--- config.mk ---
export PLATFORM = sky130hd
export DESIGN_NAME = spi_master_slave_shifter
export DESIGN_NICKNAME = d
export VERILOG_FILES = /design/src/spi_shift_pkg.sv /design/src/pin_sync2.sv /design/src/rx_pair_buffer.sv /design/src/spi_master_slave_shifter.sv
export SDC_FILE = /design/constraint.sdc
export NUM_CORES = 1
export LEC_CHECK = 0
export BUFFER_PORTS_ARGS = -buffer_cell sky130_fd_sc_hd__buf_2
export CELL_PAD_IN_SITES_DETAIL_PLACEMENT = 1
export CELL_PAD_IN_SITES_GLOBAL_PLACEMENT = 1
export CORE_MARGIN = 2
export CORE_UTILIZATION = 40
export DETAILED_ROUTE_END_ITERATION = 12
export PLACE_DENSITY_LB_ADDON = 0.3
export SLEW_MARGIN = 10
export SYNTH_ARGS = -nofsm -noshare
export SYNTH_HDL_FRONTEND = slang
export SYNTH_SLANG_ARGS = --single-unit
export TNS_END_PERCENT = 50
--- constraint.sdc ---
create_clock -name ref_clk_i -period 2.8 [get_ports ref_clk_i]
set_input_delay 0.56 -clock ref_clk_i [delete_from_list [all_inputs] [get_ports ref_clk_i]]
set_output_delay 0.56 -clock ref_clk_i [all_outputs]
set_load 0.005 [all_outputs]
--- src/spi_shift_pkg.sv ---
// Constants, types and helpers shared by the serial shifter files
package spi_shift_pkg;

  // ****************************************
  // Control and status field positions
  // ****************************************
  localparam int CTRL_IRQ_EN = 7;
  localparam int CTRL_ENABLE = 6;
  localparam int CTRL_ORDER = 5;
  localparam int CTRL_MASTER = 4;
  localparam int CTRL_SCK_IDLE_POLARITY = 3;
  localparam int CTRL_SCK_SAMPLE_PHASE = 2;
  localparam int CTRL_RATE_HI = 1;
  localparam int CTRL_RATE_LO = 0;
  localparam int STAT_DONE = 7;
  localparam int STAT_WRITE_COLLISION_FLAG = 6;
  localparam int STAT_DOUBLE = 0;

  // ****************************************
  // Reset values and counts
  // ****************************************
  localparam logic [7:0] CTRL_RESET = 8'h00;
  localparam logic [7:0] STAT_RESET = 8'h00;
  localparam logic [7:0] SHIFT_RESET = 8'h00;
  localparam logic [3:0] PIN_SYNC_RESET = 4'h8;
  localparam logic [2:0] BIT_LAST = 3'h7;
  localparam logic [3:0] EDGE_LAST = 4'hF;
  localparam int SCK_MIN_PHASE_CYCLES = 2;

  // ****************************************
  // Master clock generator states
  // ****************************************
  typedef enum logic [1:0] {
    M_IDLE = 2'b00,
    M_WAIT = 2'b01,
    M_SHIFT = 2'b11
  } master_state_t;

  // Half SCK period minus one, in system clocks
  function automatic logic [5:0] half_period_m1(input logic dbl,
                                                input logic [1:0] rate);
    logic [5:0] r;
    case ({dbl, rate})
      3'h0: r = 6'h01;
      3'h1: r = 6'h07;
      3'h2: r = 6'h1F;
      3'h3: r = 6'h3F;
      3'h4: r = 6'h00;
      3'h5: r = 6'h03;
      3'h6: r = 6'h0F;
      default: r = 6'h1F;
    endcase
    return r;
  endfunction

endpackage

--- src/pin_sync2.sv ---
// Two-stage synchroniser for pin inputs
`timescale 1ns/10ps
module pin_sync2 #(
  parameter int WIDTH = 4,
  parameter logic [WIDTH-1:0] RESET_VAL = '0
) (
  input wire logic ref_clk_i,        // System clock
  input wire logic reset_i,          // Async reset, active high
  input wire logic [WIDTH-1:0] d_i,  // Asynchronous inputs
  output logic [WIDTH-1:0] q_o       // Synchronised outputs
);
  logic [WIDTH-1:0] meta;

  always_ff @(posedge ref_clk_i or posedge reset_i) begin
    if (reset_i) begin
      meta <= RESET_VAL;
      q_o <= RESET_VAL;
    end else begin
      meta <= d_i;
      q_o <= meta;
    end
  end
endmodule

--- src/rx_pair_buffer.sv ---
// Small shift-down FIFO holding received bytes
`timescale 1ns/10ps
module rx_pair_buffer #(
  parameter int WIDTH = 8,
  parameter int DEPTH = 2
) (
  input wire logic ref_clk_i,            // System clock
  input wire logic reset_i,              // Async reset, active high
  input wire logic in_valid_i,           // Byte offered
  input wire logic [WIDTH-1:0] in_data_i, // Byte offered
  output logic in_ready_o,               // Room for one more
  output logic out_valid_o,              // Head entry valid
  output logic [WIDTH-1:0] out_data_o,   // Head entry
  input wire logic out_ready_i           // Reader takes head
);
  logic [WIDTH-1:0] mem [DEPTH];
  logic [DEPTH-1:0] vld;
  logic [WIDTH-1:0] next_mem [DEPTH];
  logic [DEPTH-1:0] next_vld;
  logic next_placed;
  wire pop = out_ready_i & vld[0];
  wire push = in_valid_i & in_ready_o;

  assign in_ready_o = ~vld[DEPTH-1];
  assign out_valid_o = vld[0];
  assign out_data_o = mem[0];

  always_comb begin
    next_mem = mem;
    next_vld = vld;
    next_placed = 1'b0;
    if (pop) begin
      for (int i = 0; i < DEPTH - 1; i++) begin
        next_mem[i] = mem[i+1];
        next_vld[i] = vld[i+1];
      end
      next_vld[DEPTH-1] = 1'b0;
    end
    for (int i = 0; i < DEPTH; i++) begin
      if (push && !next_placed && !next_vld[i]) begin
        next_mem[i] = in_data_i;
        next_vld[i] = 1'b1;
        next_placed = 1'b1;
      end
    end
  end

  always_ff @(posedge ref_clk_i or posedge reset_i) begin
    if (reset_i) begin
      vld <= '0;
      for (int i = 0; i < DEPTH; i++) begin
        mem[i] <= '0;
      end
    end else begin
      vld <= next_vld;
      mem <= next_mem;
    end
  end
endmodule

--- src/spi_master_slave_shifter.sv ---
// Byte-wide full-duplex serial port, master or slave
`timescale 1ns/10ps
module spi_master_slave_shifter
  import spi_shift_pkg::*;
#(
  parameter int RX_DEPTH = 2
) (
  input wire logic ref_clk_i,          // System clock, 25 MHz
  input wire logic reset_i,            // Async reset, active high
  input wire logic serial_power_gate_i, // High powers the port down
  input wire logic ctrl_write_i,       // Control register write strobe
  input wire logic [7:0] ctrl_data_i,  // Control register write data
  input wire logic double_speed_i,     // Halve master SCK period
  input wire logic data_write_i,       // Shift data write strobe
  input wire logic [7:0] data_wdata_i, // Shift data write value
  input wire logic data_read_i,        // Shift data read strobe
  input wire logic status_read_i,      // Status register read strobe
  input wire logic irq_ack_i,          // Interrupt vector taken
  input wire logic rx_ready_i,         // Software pops a byte
  output logic rx_valid_o,             // Received byte waiting
  output logic [7:0] rx_data_o,        // Oldest received byte
  output logic [7:0] rx_last_o,        // Most recent received byte
  output logic [7:0] control_o,        // Control register
  output logic [7:0] status_o,         // Status register
  output logic irq_o,                  // Interrupt request
  input wire logic mosi_dir_i,         // User wants MOSI driven
  input wire logic miso_dir_i,         // User wants MISO driven
  input wire logic sck_dir_i,          // User wants SCK driven
  input wire logic ss_dir_i,           // User wants select driven
  input wire logic ss_level_i,         // Software select level
  input wire logic sck_i,              // SCK pin in
  output logic sck_o,                  // SCK pin out
  output logic sck_oe_o,               // SCK pin drive enable
  input wire logic mosi_i,             // MOSI pin in
  output logic mosi_o,                 // MOSI pin out
  output logic mosi_oe_o,              // MOSI pin drive enable
  input wire logic miso_i,             // MISO pin in
  output logic miso_o,                 // MISO pin out
  output logic miso_oe_o,              // MISO pin drive enable
  input wire logic ss_n_i,             // Select pin in, active low
  output logic ss_n_o,                 // Select pin out, active low
  output logic ss_n_oe_o               // Select pin drive enable
);

  // ****************************************
  // Pin synchronisers
  // ****************************************
  logic [3:0] pins_s;
  logic sck_q;

  pin_sync2 #(.WIDTH(4), .RESET_VAL(PIN_SYNC_RESET)) u_sync (
    .ref_clk_i(ref_clk_i),
    .reset_i(reset_i),
    .d_i({ss_n_i, miso_i, mosi_i, sck_i}),
    .q_o(pins_s)
  );

  wire sck_s = pins_s[0];
  wire mosi_s = pins_s[1];
  wire miso_s = pins_s[2];
  wire ss_n_s = pins_s[3];

  // ****************************************
  // State
  // ****************************************
  logic [7:0] serial_control_reg;
  logic [7:0] shift_data_reg;
  logic [7:0] tx_byte;
  logic [2:0] bit_cnt;
  logic [3:0] edge_cnt;
  logic [5:0] timer;
  logic out_bit;
  logic xfer_done_flag;
  logic write_collision_flag;
  logic clear_armed;
  logic ss_n_q;
  master_state_t state;
  master_state_t next_state;
  logic rx_in_ready;

  // ****************************************
  // Mode decode
  // ****************************************
  wire enabled = serial_control_reg[CTRL_ENABLE] & ~serial_power_gate_i;
  wire controller_select = serial_control_reg[CTRL_MASTER];
  wire is_master = enabled & controller_select;
  wire is_slave = enabled & ~controller_select;
  wire slave_sel = is_slave & ~ss_n_s;
  wire slave_drop = is_slave & ss_n_s & ~ss_n_q;
  wire sck_idle_polarity = serial_control_reg[CTRL_SCK_IDLE_POLARITY];
  wire sck_sample_phase = serial_control_reg[CTRL_SCK_SAMPLE_PHASE];
  wire lsb_first = serial_control_reg[CTRL_ORDER];
  wire xfer_irq_enable = serial_control_reg[CTRL_IRQ_EN];
  wire [1:0] rate = serial_control_reg[CTRL_RATE_HI:CTRL_RATE_LO];
  wire mode_fault = is_master & ~ss_dir_i & ~ss_n_s;

  // ****************************************
  // Edge detection
  // ****************************************
  wire s_rise = sck_s & ~sck_q;
  wire s_fall = ~sck_s & sck_q;
  wire s_lead = slave_sel & (sck_idle_polarity ? s_fall : s_rise);
  wire s_trail = slave_sel & (sck_idle_polarity ? s_rise : s_fall);
  wire m_tick = (state == M_SHIFT) & (timer == 6'h00);
  wire m_lead = m_tick & ~edge_cnt[0];
  wire m_trail = m_tick & edge_cnt[0];
  wire m_end = m_tick & (edge_cnt == EDGE_LAST);
  wire lead = is_master ? m_lead : s_lead;
  wire trail = is_master ? m_trail : s_trail;
  wire sample_edge = sck_sample_phase ? trail : lead;
  wire setup_edge = sck_sample_phase ? lead : trail;
  wire sample_bit = is_master ? miso_s : mosi_s;
  wire byte_complete = sample_edge & (bit_cnt == BIT_LAST);

  // ****************************************
  // Shift path and software access
  // ****************************************
  wire [7:0] shifted = lsb_first ? {sample_bit, shift_data_reg[7:1]}
                                 : {shift_data_reg[6:0], sample_bit};
  wire head = lsb_first ? shift_data_reg[0] : shift_data_reg[7];
  wire wr_head = lsb_first ? data_wdata_i[0] : data_wdata_i[7];
  wire busy = is_master ? (state != M_IDLE)
                        : (slave_sel & (bit_cnt != 3'h0));
  wire wr_ok = data_write_i & enabled & ~busy & ~sample_edge;
  wire wr_collide = data_write_i & ~wr_ok;
  wire data_access = data_write_i | data_read_i;
  wire flag_clear = clear_armed & data_access;
  wire done_set = m_end | (is_slave & byte_complete) | mode_fault;
  wire out_idle = is_master ? (state != M_SHIFT) : ~slave_sel;
  wire next_out = wr_ok ? wr_head
                : (setup_edge | out_idle) ? head : out_bit;
  wire next_done = done_set | (xfer_done_flag & ~irq_ack_i & ~flag_clear);
  wire next_write_collision_flag = wr_collide | (write_collision_flag & ~flag_clear);

  // ****************************************
  // Receive buffer
  // ****************************************
  rx_pair_buffer #(.WIDTH(8), .DEPTH(RX_DEPTH)) u_rxbuf (
    .ref_clk_i(ref_clk_i),
    .reset_i(reset_i),
    .in_valid_i(byte_complete),
    .in_data_i(shifted),
    .in_ready_o(rx_in_ready),
    .out_valid_o(rx_valid_o),
    .out_data_o(rx_data_o),
    .out_ready_i(rx_ready_i)
  );

  // ****************************************
  // Master clock generator
  // ****************************************
  always_comb begin
    next_state = state;
    case (state)
      M_IDLE: begin
        if (wr_ok && is_master) begin
          next_state = M_WAIT;
        end
      end
      M_WAIT: begin
        if (!is_master) begin
          next_state = M_IDLE;
        end else if (rx_in_ready) begin
          next_state = M_SHIFT;
        end
      end
      M_SHIFT: begin
        if (!is_master || m_end) begin
          next_state = M_IDLE;
        end
      end
      default: next_state = M_IDLE;
    endcase
  end

  always_ff @(posedge ref_clk_i or posedge reset_i) begin
    if (reset_i) begin
      state <= M_IDLE;
      timer <= 6'h00;
      edge_cnt <= 4'h0;
    end else begin
      state <= next_state;
      if (state != M_SHIFT || m_tick) begin
        timer <= half_period_m1(double_speed_i, rate);
      end else begin
        timer <= timer - 6'h01;
      end
      if (state != M_SHIFT) begin
        edge_cnt <= 4'h0;
      end else if (m_tick) begin
        edge_cnt <= edge_cnt + 4'h1;
      end
    end
  end

  // ****************************************
  // Shift register and bit counter
  // ****************************************
  always_ff @(posedge ref_clk_i or posedge reset_i) begin
    if (reset_i) begin
      shift_data_reg <= SHIFT_RESET;
      tx_byte <= SHIFT_RESET;
      bit_cnt <= 3'h0;
      sck_q <= 1'b0;
      ss_n_q <= 1'b1;
      rx_last_o <= SHIFT_RESET;
    end else begin
      sck_q <= sck_s;
      ss_n_q <= ss_n_s;
      if (wr_ok) begin
        shift_data_reg <= data_wdata_i;
        tx_byte <= data_wdata_i;
      end else if (slave_drop) begin
        shift_data_reg <= tx_byte;
      end else if (sample_edge) begin
        shift_data_reg <= shifted;
      end
      if (!enabled || (is_slave && ss_n_s) || state == M_WAIT) begin
        bit_cnt <= 3'h0;
      end else if (sample_edge) begin
        bit_cnt <= bit_cnt + 3'h1;
      end
      if (byte_complete) begin
        rx_last_o <= shifted;
      end
    end
  end

  // ****************************************
  // Control, flags and interrupt
  // ****************************************
  always_ff @(posedge ref_clk_i or posedge reset_i) begin
    if (reset_i) begin
      serial_control_reg <= CTRL_RESET;
      xfer_done_flag <= 1'b0;
      write_collision_flag <= 1'b0;
      clear_armed <= 1'b0;
      irq_o <= 1'b0;
      status_o <= STAT_RESET;
    end else begin
      if (ctrl_write_i) begin
        serial_control_reg <= ctrl_data_i;
      end
      if (mode_fault) begin
        serial_control_reg[CTRL_MASTER] <= 1'b0;
      end
      xfer_done_flag <= next_done;
      write_collision_flag <= next_write_collision_flag;
      if (status_read_i && (xfer_done_flag || write_collision_flag)) begin
        clear_armed <= 1'b1;
      end else if (data_access) begin
        clear_armed <= 1'b0;
      end
      irq_o <= next_done & xfer_irq_enable;
      status_o <= {next_done, next_write_collision_flag, 5'h00, double_speed_i};
    end
  end

  assign control_o = serial_control_reg;

  // ****************************************
  // Pin drivers
  // ****************************************
  always_ff @(posedge ref_clk_i or posedge reset_i) begin
    if (reset_i) begin
      out_bit <= 1'b0;
      mosi_o <= 1'b0;
      miso_o <= 1'b0;
      sck_o <= 1'b0;
      sck_oe_o <= 1'b0;
      mosi_oe_o <= 1'b0;
      miso_oe_o <= 1'b0;
      ss_n_o <= 1'b1;
      ss_n_oe_o <= 1'b0;
    end else begin
      out_bit <= next_out;
      mosi_o <= next_out;
      miso_o <= next_out;
      if (state != M_SHIFT) begin
        sck_o <= sck_idle_polarity;
      end else if (m_tick) begin
        sck_o <= ~sck_o;
      end
      sck_oe_o <= is_master & sck_dir_i;
      mosi_oe_o <= is_master & mosi_dir_i;
      miso_oe_o <= slave_sel & miso_dir_i;
      ss_n_o <= ss_level_i;
      ss_n_oe_o <= is_master & ss_dir_i;
    end
  end
endmodule

==> results of run 1 <==
==> metrics by stage <==
stage / hold slack [ns] / TNS [ns]
2_1_floorplan: 0.331 / 0
3_3_place_gp: 0.335 / 0
3_5_place_dp: 0.341 / 0
4_1_cts: 0.263 / 0
5_1_grt: 0.266 / -0.0523
6_report: 0.254 / 0
==> final cells by class <==
class	instances	area share, %
sequential	87	43.7
multi-input combinational	229	35.4
timing repair buffer	99	11.8
tap	136	3.41
clock buffer	12	3.11
clock inverter	4	1.56
inverter	11	0.903
==> per-layer routing <==
| layer | up-vias | track usage (%) |
|---|---|---|
| met2 | 60 | 28.2 |
| met5 | - | 0 |
| li1 | 1381 | - |
| met4 | 0 | 6.77 |
| met3 | 13 | 3.03 |
| met1 | 1440 | 25.4 |
==> power breakdown <==
part	switching (mW)	internal, mW	leakage (nW)	total (mW)
logic	0.289	0.311	1.27	0.600
registers	0.136	1.39	1.11	1.53
clock network	0.443	0.555	0.117	0.998
total	0.868	2.26	2.49	3.13
==> path summary, 6_finish.rpt <==
check                                from                end  slack, ns  depth (start not counted)
setup / recovery                 timer[2]  shift_data_reg[6]       0.08                          7
hold / removal                    reset_i              irq_o       0.25                          2
setup reg to reg                 timer[2]  shift_data_reg[6]       0.08                          7
hold reg to reg            u_sync.meta[0]      u_sync.q_o[0]       0.36                          0
max in group asynchronous         reset_i             ss_n_q       1.79                          3
min in group ref_clk_i             ss_n_i     u_sync.meta[3]       0.29                          1
==> worst register-to-register path, delay by kind of cell, from the launching register on <==
kind / cells / cell delay [ns]
AOI/OAI and AO/OA: 2 / 0.61
buffers and inverters: 1 / 0.16
DFF: 1 / 0.40
muxes: 2 / 0.60
and+or+nand+nor: 2 / 0.84
==> cell usage after synthesis, drive strengths merged (3+ instances only) <==
cell / instances / area [sq um]
nor3: 8 / 51.3
inv: 11 / 41.3
and2: 3 / 18.8
dfrtp: 83 / 2080
nand2: 27 / 101
dfstp: 4 / 105
and3: 3 / 18.8
xnor2: 6 / 52.6
ha: 6 / 75.1
mux2i: 26 / 260
clkbuf: 7 / 27.5
nor2: 15 / 56.3
xor2: 3 / 26.3
nand2b: 4 / 25.0
o21ai: 27 / 135
nor2b: 3 / 18.8
mux2: 50 / 571
a21o: 3 / 22.5
a21oi: 9 / 45.0
nand3: 5 / 37.5
buf: 19 / 141
==> logic make-up (layout without fill, tap and decap cells) <==
group,after synthesis,after routing,share of synthesized area (%)
buffers and inverters,37,126,5.07
other,1,5,0.0905
XOR/XNOR,9,9,1.90
AO/OA/AOI/OAI,52,52,7.88
adder cells (fa/ha/maj),6,6,1.81
multiplexers,76,76,20.0
AND/OR/NAND/NOR,81,81,10.6
flip-flops,87,87,52.6
==> cells in the final DEF (no fill, tap or decap), types with 4 or more instances in the layout <==
cell type and instances:
a21oi_1 9, buf_2 71, buf_4 26, clkbuf_8 11
conb_1 5, dfrtp_1 83, dfstp_2 4, ha_1 6
inv_1 10, mux2_2 48, mux2i_1 26, nand2_1 27
nand2b_1 4, nand3_1 4, nor2_1 15, nor3_1 7
o21ai_0 26, xnor2_1 6
==> reports/summary.txt, run 1 <==
DRT Wirelength: 9520 um
final instance count without filler cells: 578
Setup Buffers After CTS: 0
Synth Warn #: 0
Final HPWL DP: 6940 um
CP Cell Sequence: or3_4 -> or3b_4 -> o311ai_4 -> a21o_1 -> buf_12 -> mux2_2 -> mux2_2
CP required: 3.04 ns
min cycle time layout: 2.72 ns
proportion of layout cells with a drive suffix above 1: 40.0%
clk sinks: 87
P per Cell Area: 627 nW/um^2
Congestion Overflow GR: 0
number of synthesized flops with an enable pin: 0
vias in the first global route: 3018
1st-iter DRT viols: 97
clk slew on worst S/H paths: 0.09 ns
H-tree level count: 3
Critical Path Start Type: flip-flop
# rows: 37
CTS tree: built
ys flop type: dfrtp_1
die width: 106 um
PnR worst setup slack: 0.0780 ns
CTS resizes: 0
sequential fraction of the synthesis area: 52.6%
Placer Congestion: 0.789
antenna-violating nets left: 0
Worst setup EP type: flip-flop
DRC Markers: 0
dpl cells: 552
WL met2: 4470 um
register area: 2180 sq um
slew at the pin with the worst max-slew slack: 0.676 ns
final core utilization: 49.0%
count of different cell masters after synthesis: 50
PnR Total Power: 3.13 mW
Initial DRT Pass Iterations: 4
CP Max Fanout: 15
initial antenna violation count: 0
drt wl/cell: 16.5 um
Worst Path Class, Setup: flip-flop to flip-flop
worst skew pair latency: 0.36 ns
Async S/R FF share, synth: 100%
final slew viol count: 0
post-synth design cell area: 4150 sq um
most used cell, CP: mux2_2
Mean Syn Cell Area: 11.9 sq um
fmax: 367 MHz
routed via count: 2894
die area: 11200 sq um
Yosys reg bits: 87
Area growth syn-to-layout: 20.3%
root buffer cell: clkbuf_8
vias per cell: 5.01
Crit path arrival time: 2.96 ns
Layout Nets: 478
Buf/Inv on CP: 1
post-route cell area: 4990 sq um
VDD IR max: 0.340 mV
area of the multi-input gates: 1770 sq um
largest net degree at the start of global routing: 41
leak pwr: 2.49 nW
final hold viol count: 0
status: finished clean
Synth Instances: 349
CTS Hold Buffers Added: 0
Setup WS pre-CTS: 0.0646 ns
number of max-cap violations: 0
# IOs: 77
port bufs: 71
final setup fails: 0
global-route wire length before repair: 15700 um
Tot GR Track Use: 18.1%
Slew HR: 54.9%
clock skew: 0.00875 ns
metal3 WL: 347 um
Tightest Hold Check Type: input pin to asynchronous set/reset pin
max layer used: met4
Fillers: 1120
die span in y: 106 um
Std-Cell Core Area: 10200 sq um
Critical-path top delay cell: or3b_4
clk buf depth: 2
Placed Area: 4680 sq um
Initial Utilization: 40.7%
period utilisation layout: 97.2%
delay-heaviest family, CP: simple AND/OR/NAND/NOR gates
CP max stage delay: 0.44 ns
number of buffers created by CTS: 9
Inserted Diodes: 0
M1 WL: 4570 um
Power figures use the tool's default switching activity.
==> run 2: changes to the inputs <==
- BUFFER_PORTS_ARGS: -buffer_cell sky130_fd_sc_hd__buf_2 -> -buffer_cell sky130_fd_sc_hd__buf_4
==> run 2 against run 1 <==
  * Fmax is essentially flat
  * Via count down 0.45%
  * Register-to-register slack is essentially flat
  * Clock-buffer cell count decreased by 2
  * Critical path depth did not move
  * Utilization grew 1.2 points
  * Final area grew 2.5%
  * Critical path type unchanged
  * Largest power group unchanged
==> reports/summary.txt, run 2 (synthesis gave the netlist of run 1 again) <==
status: finished clean
die width: 106 um
number of buffers created by CTS: 9
Slew HR: 57.4%
initial antenna violation count: 0
leak pwr: 2.49 nW
port bufs: 71
Std-Cell Core Area: 10200 sq um
Tot GR Track Use: 18.1%
most common cell after layout, fill and taps aside: buf_4
global-route wire length before repair: 15600 um
CP Max Fanout: 4
# rows: 37
DRC Markers: 0
final slew viol count: 0
die span in y: 106 um
die area: 11200 sq um
number of max-cap violations: 0
H-tree level count: 3
Final HPWL DP: 6990 um
proportion of layout cells with a drive suffix above 1: 39.3%
Initial Utilization: 40.7%
largest net degree at the start of global routing: 88
period utilisation layout: 97.3%
Tightest Hold Check Type: input pin to flip-flop
DRT Wirelength: 9450 um
Initial DRT Pass Iterations: 4
final setup fails: 0
root buffer cell: clkbuf_8
Critical Path Start Type: flip-flop
P per Cell Area: 631 nW/um^2
Inserted Diodes: 0
commonest cells after routing, fill and taps aside: 89 x buf_4, 83 x dfrtp_1, 48 x mux2_2, 27 x nand2_1
Placed Area: 4850 sq um
CTS Hold Buffers Added: 0
Worst Path Class, Setup: flip-flop to flip-flop
Placer Congestion: 0.789
CP required: 3.03 ns
clk sinks: 87
final core utilization: 50.2%
final hold viol count: 0
Congestion Overflow GR: 0
Worst R2R Setup Slack: 0.08 ns
# IOs: 77
vias in the first global route: 3084
clk buf depth: 2
Layout Nets: 469
Fillers: 1133
Area growth syn-to-layout: 23.4%
CTS tree: built
post-route cell area: 5110 sq um
clk slew on worst S/H paths: 0.09 ns
Crit path arrival time: 2.96 ns
drt wl/cell: 16.6 um
worst skew pair latency: 0.37 ns
VDD IR max: 0.259 mV
vias per cell: 5.06
1st-iter DRT viols: 77
Worst setup EP type: flip-flop
fmax: 367 MHz
min cycle time layout: 2.72 ns
antenna-violating nets left: 0
clock skew: 0.0144 ns
slew at the pin with the worst max-slew slack: 0.639 ns
routed via count: 2881
## run 2: cell count changes in the layout (fill, tap and decap cells not counted), sizes merged
cell	change
buf	-9
clkbuf	-2
bufinv	+1
inv	+1
## run 2: timing repair
item | CTS | global route
setup endpoints to repair | 7 | 6
gates resized for setup | 1 | 1
setup buffers | 0 | 0
## run 2: metal layers
metal  GRT usage (%)  wire length (um)  up-vias
li1                -                 -     1361
met1            24.6              4510     1441
met2            28.7              4460       65
met3            2.97               317       14
met4            7.61               169        0
met5               0                 0        -
## run 2: per-stage QoR
| step | setup slack [ns] | instances | power [mW] | hold WS (ns) | setup TNS (ns) |
|---|---|---|---|---|---|
| after global placement | 0.0418 | 553 | 2.12 | 0.335 | 0 |
| after CTS | 0.0729 | 569 | 3.26 | 0.275 | 0 |
| after global routing | -0.00150 | 569 | 3.39 | 0.270 | -0.00150 |
| after floorplan | 0.197 | 353 | 1.91 | 0.331 | 0 |
| after detailed placement | -0.0190 | 553 | 2.15 | 0.340 | -0.0754 |
| final | 0.0756 | 569 | 3.23 | 0.289 | 0 |
## run 2: cell type report
class	count	area [sq um]	area share, %
clock inverters	6	116	2.27
multi-input cells	229	1780	34.7
inverters	11	45.0	0.881
repair buffers	90	688	13.5
flip-flops and latches	87	2180	42.7
clock buffers	10	138	2.69
well taps	136	170	3.33
## run 2: where the power goes
group	internal, mW	switching (mW)	total, mW
registers	1.39	0.132	1.53
logic	0.328	0.275	0.603
clock network	0.623	0.476	1.10
## run 2: final timing paths
path / from / end / cells past startpoint
max in group asynchronous: reset_i / u_sync.q_o[3] / 3
worst min-delay path: ss_n_i / u_sync.meta[3] / 1
worst min register to register: u_sync.meta[2] / u_sync.q_o[2] / 0
worst max-delay path: timer[3] / u_rxbuf.out_data_o[4] / 7
min in group asynchronous: reset_i / rx_last_o[0] / 3
worst max register to register: timer[3] / u_rxbuf.out_data_o[4] / 7
## run 2: critical path, cell delays in order (launching register included)
cell and delay, ns:
dfrtp_1 0.42, or3_4 0.41, or3b_4 0.44, o311ai_4 0.37, nand3_4 0.16, or3b_1 0.48
buf_4 0.20, mux2i_1 0.12
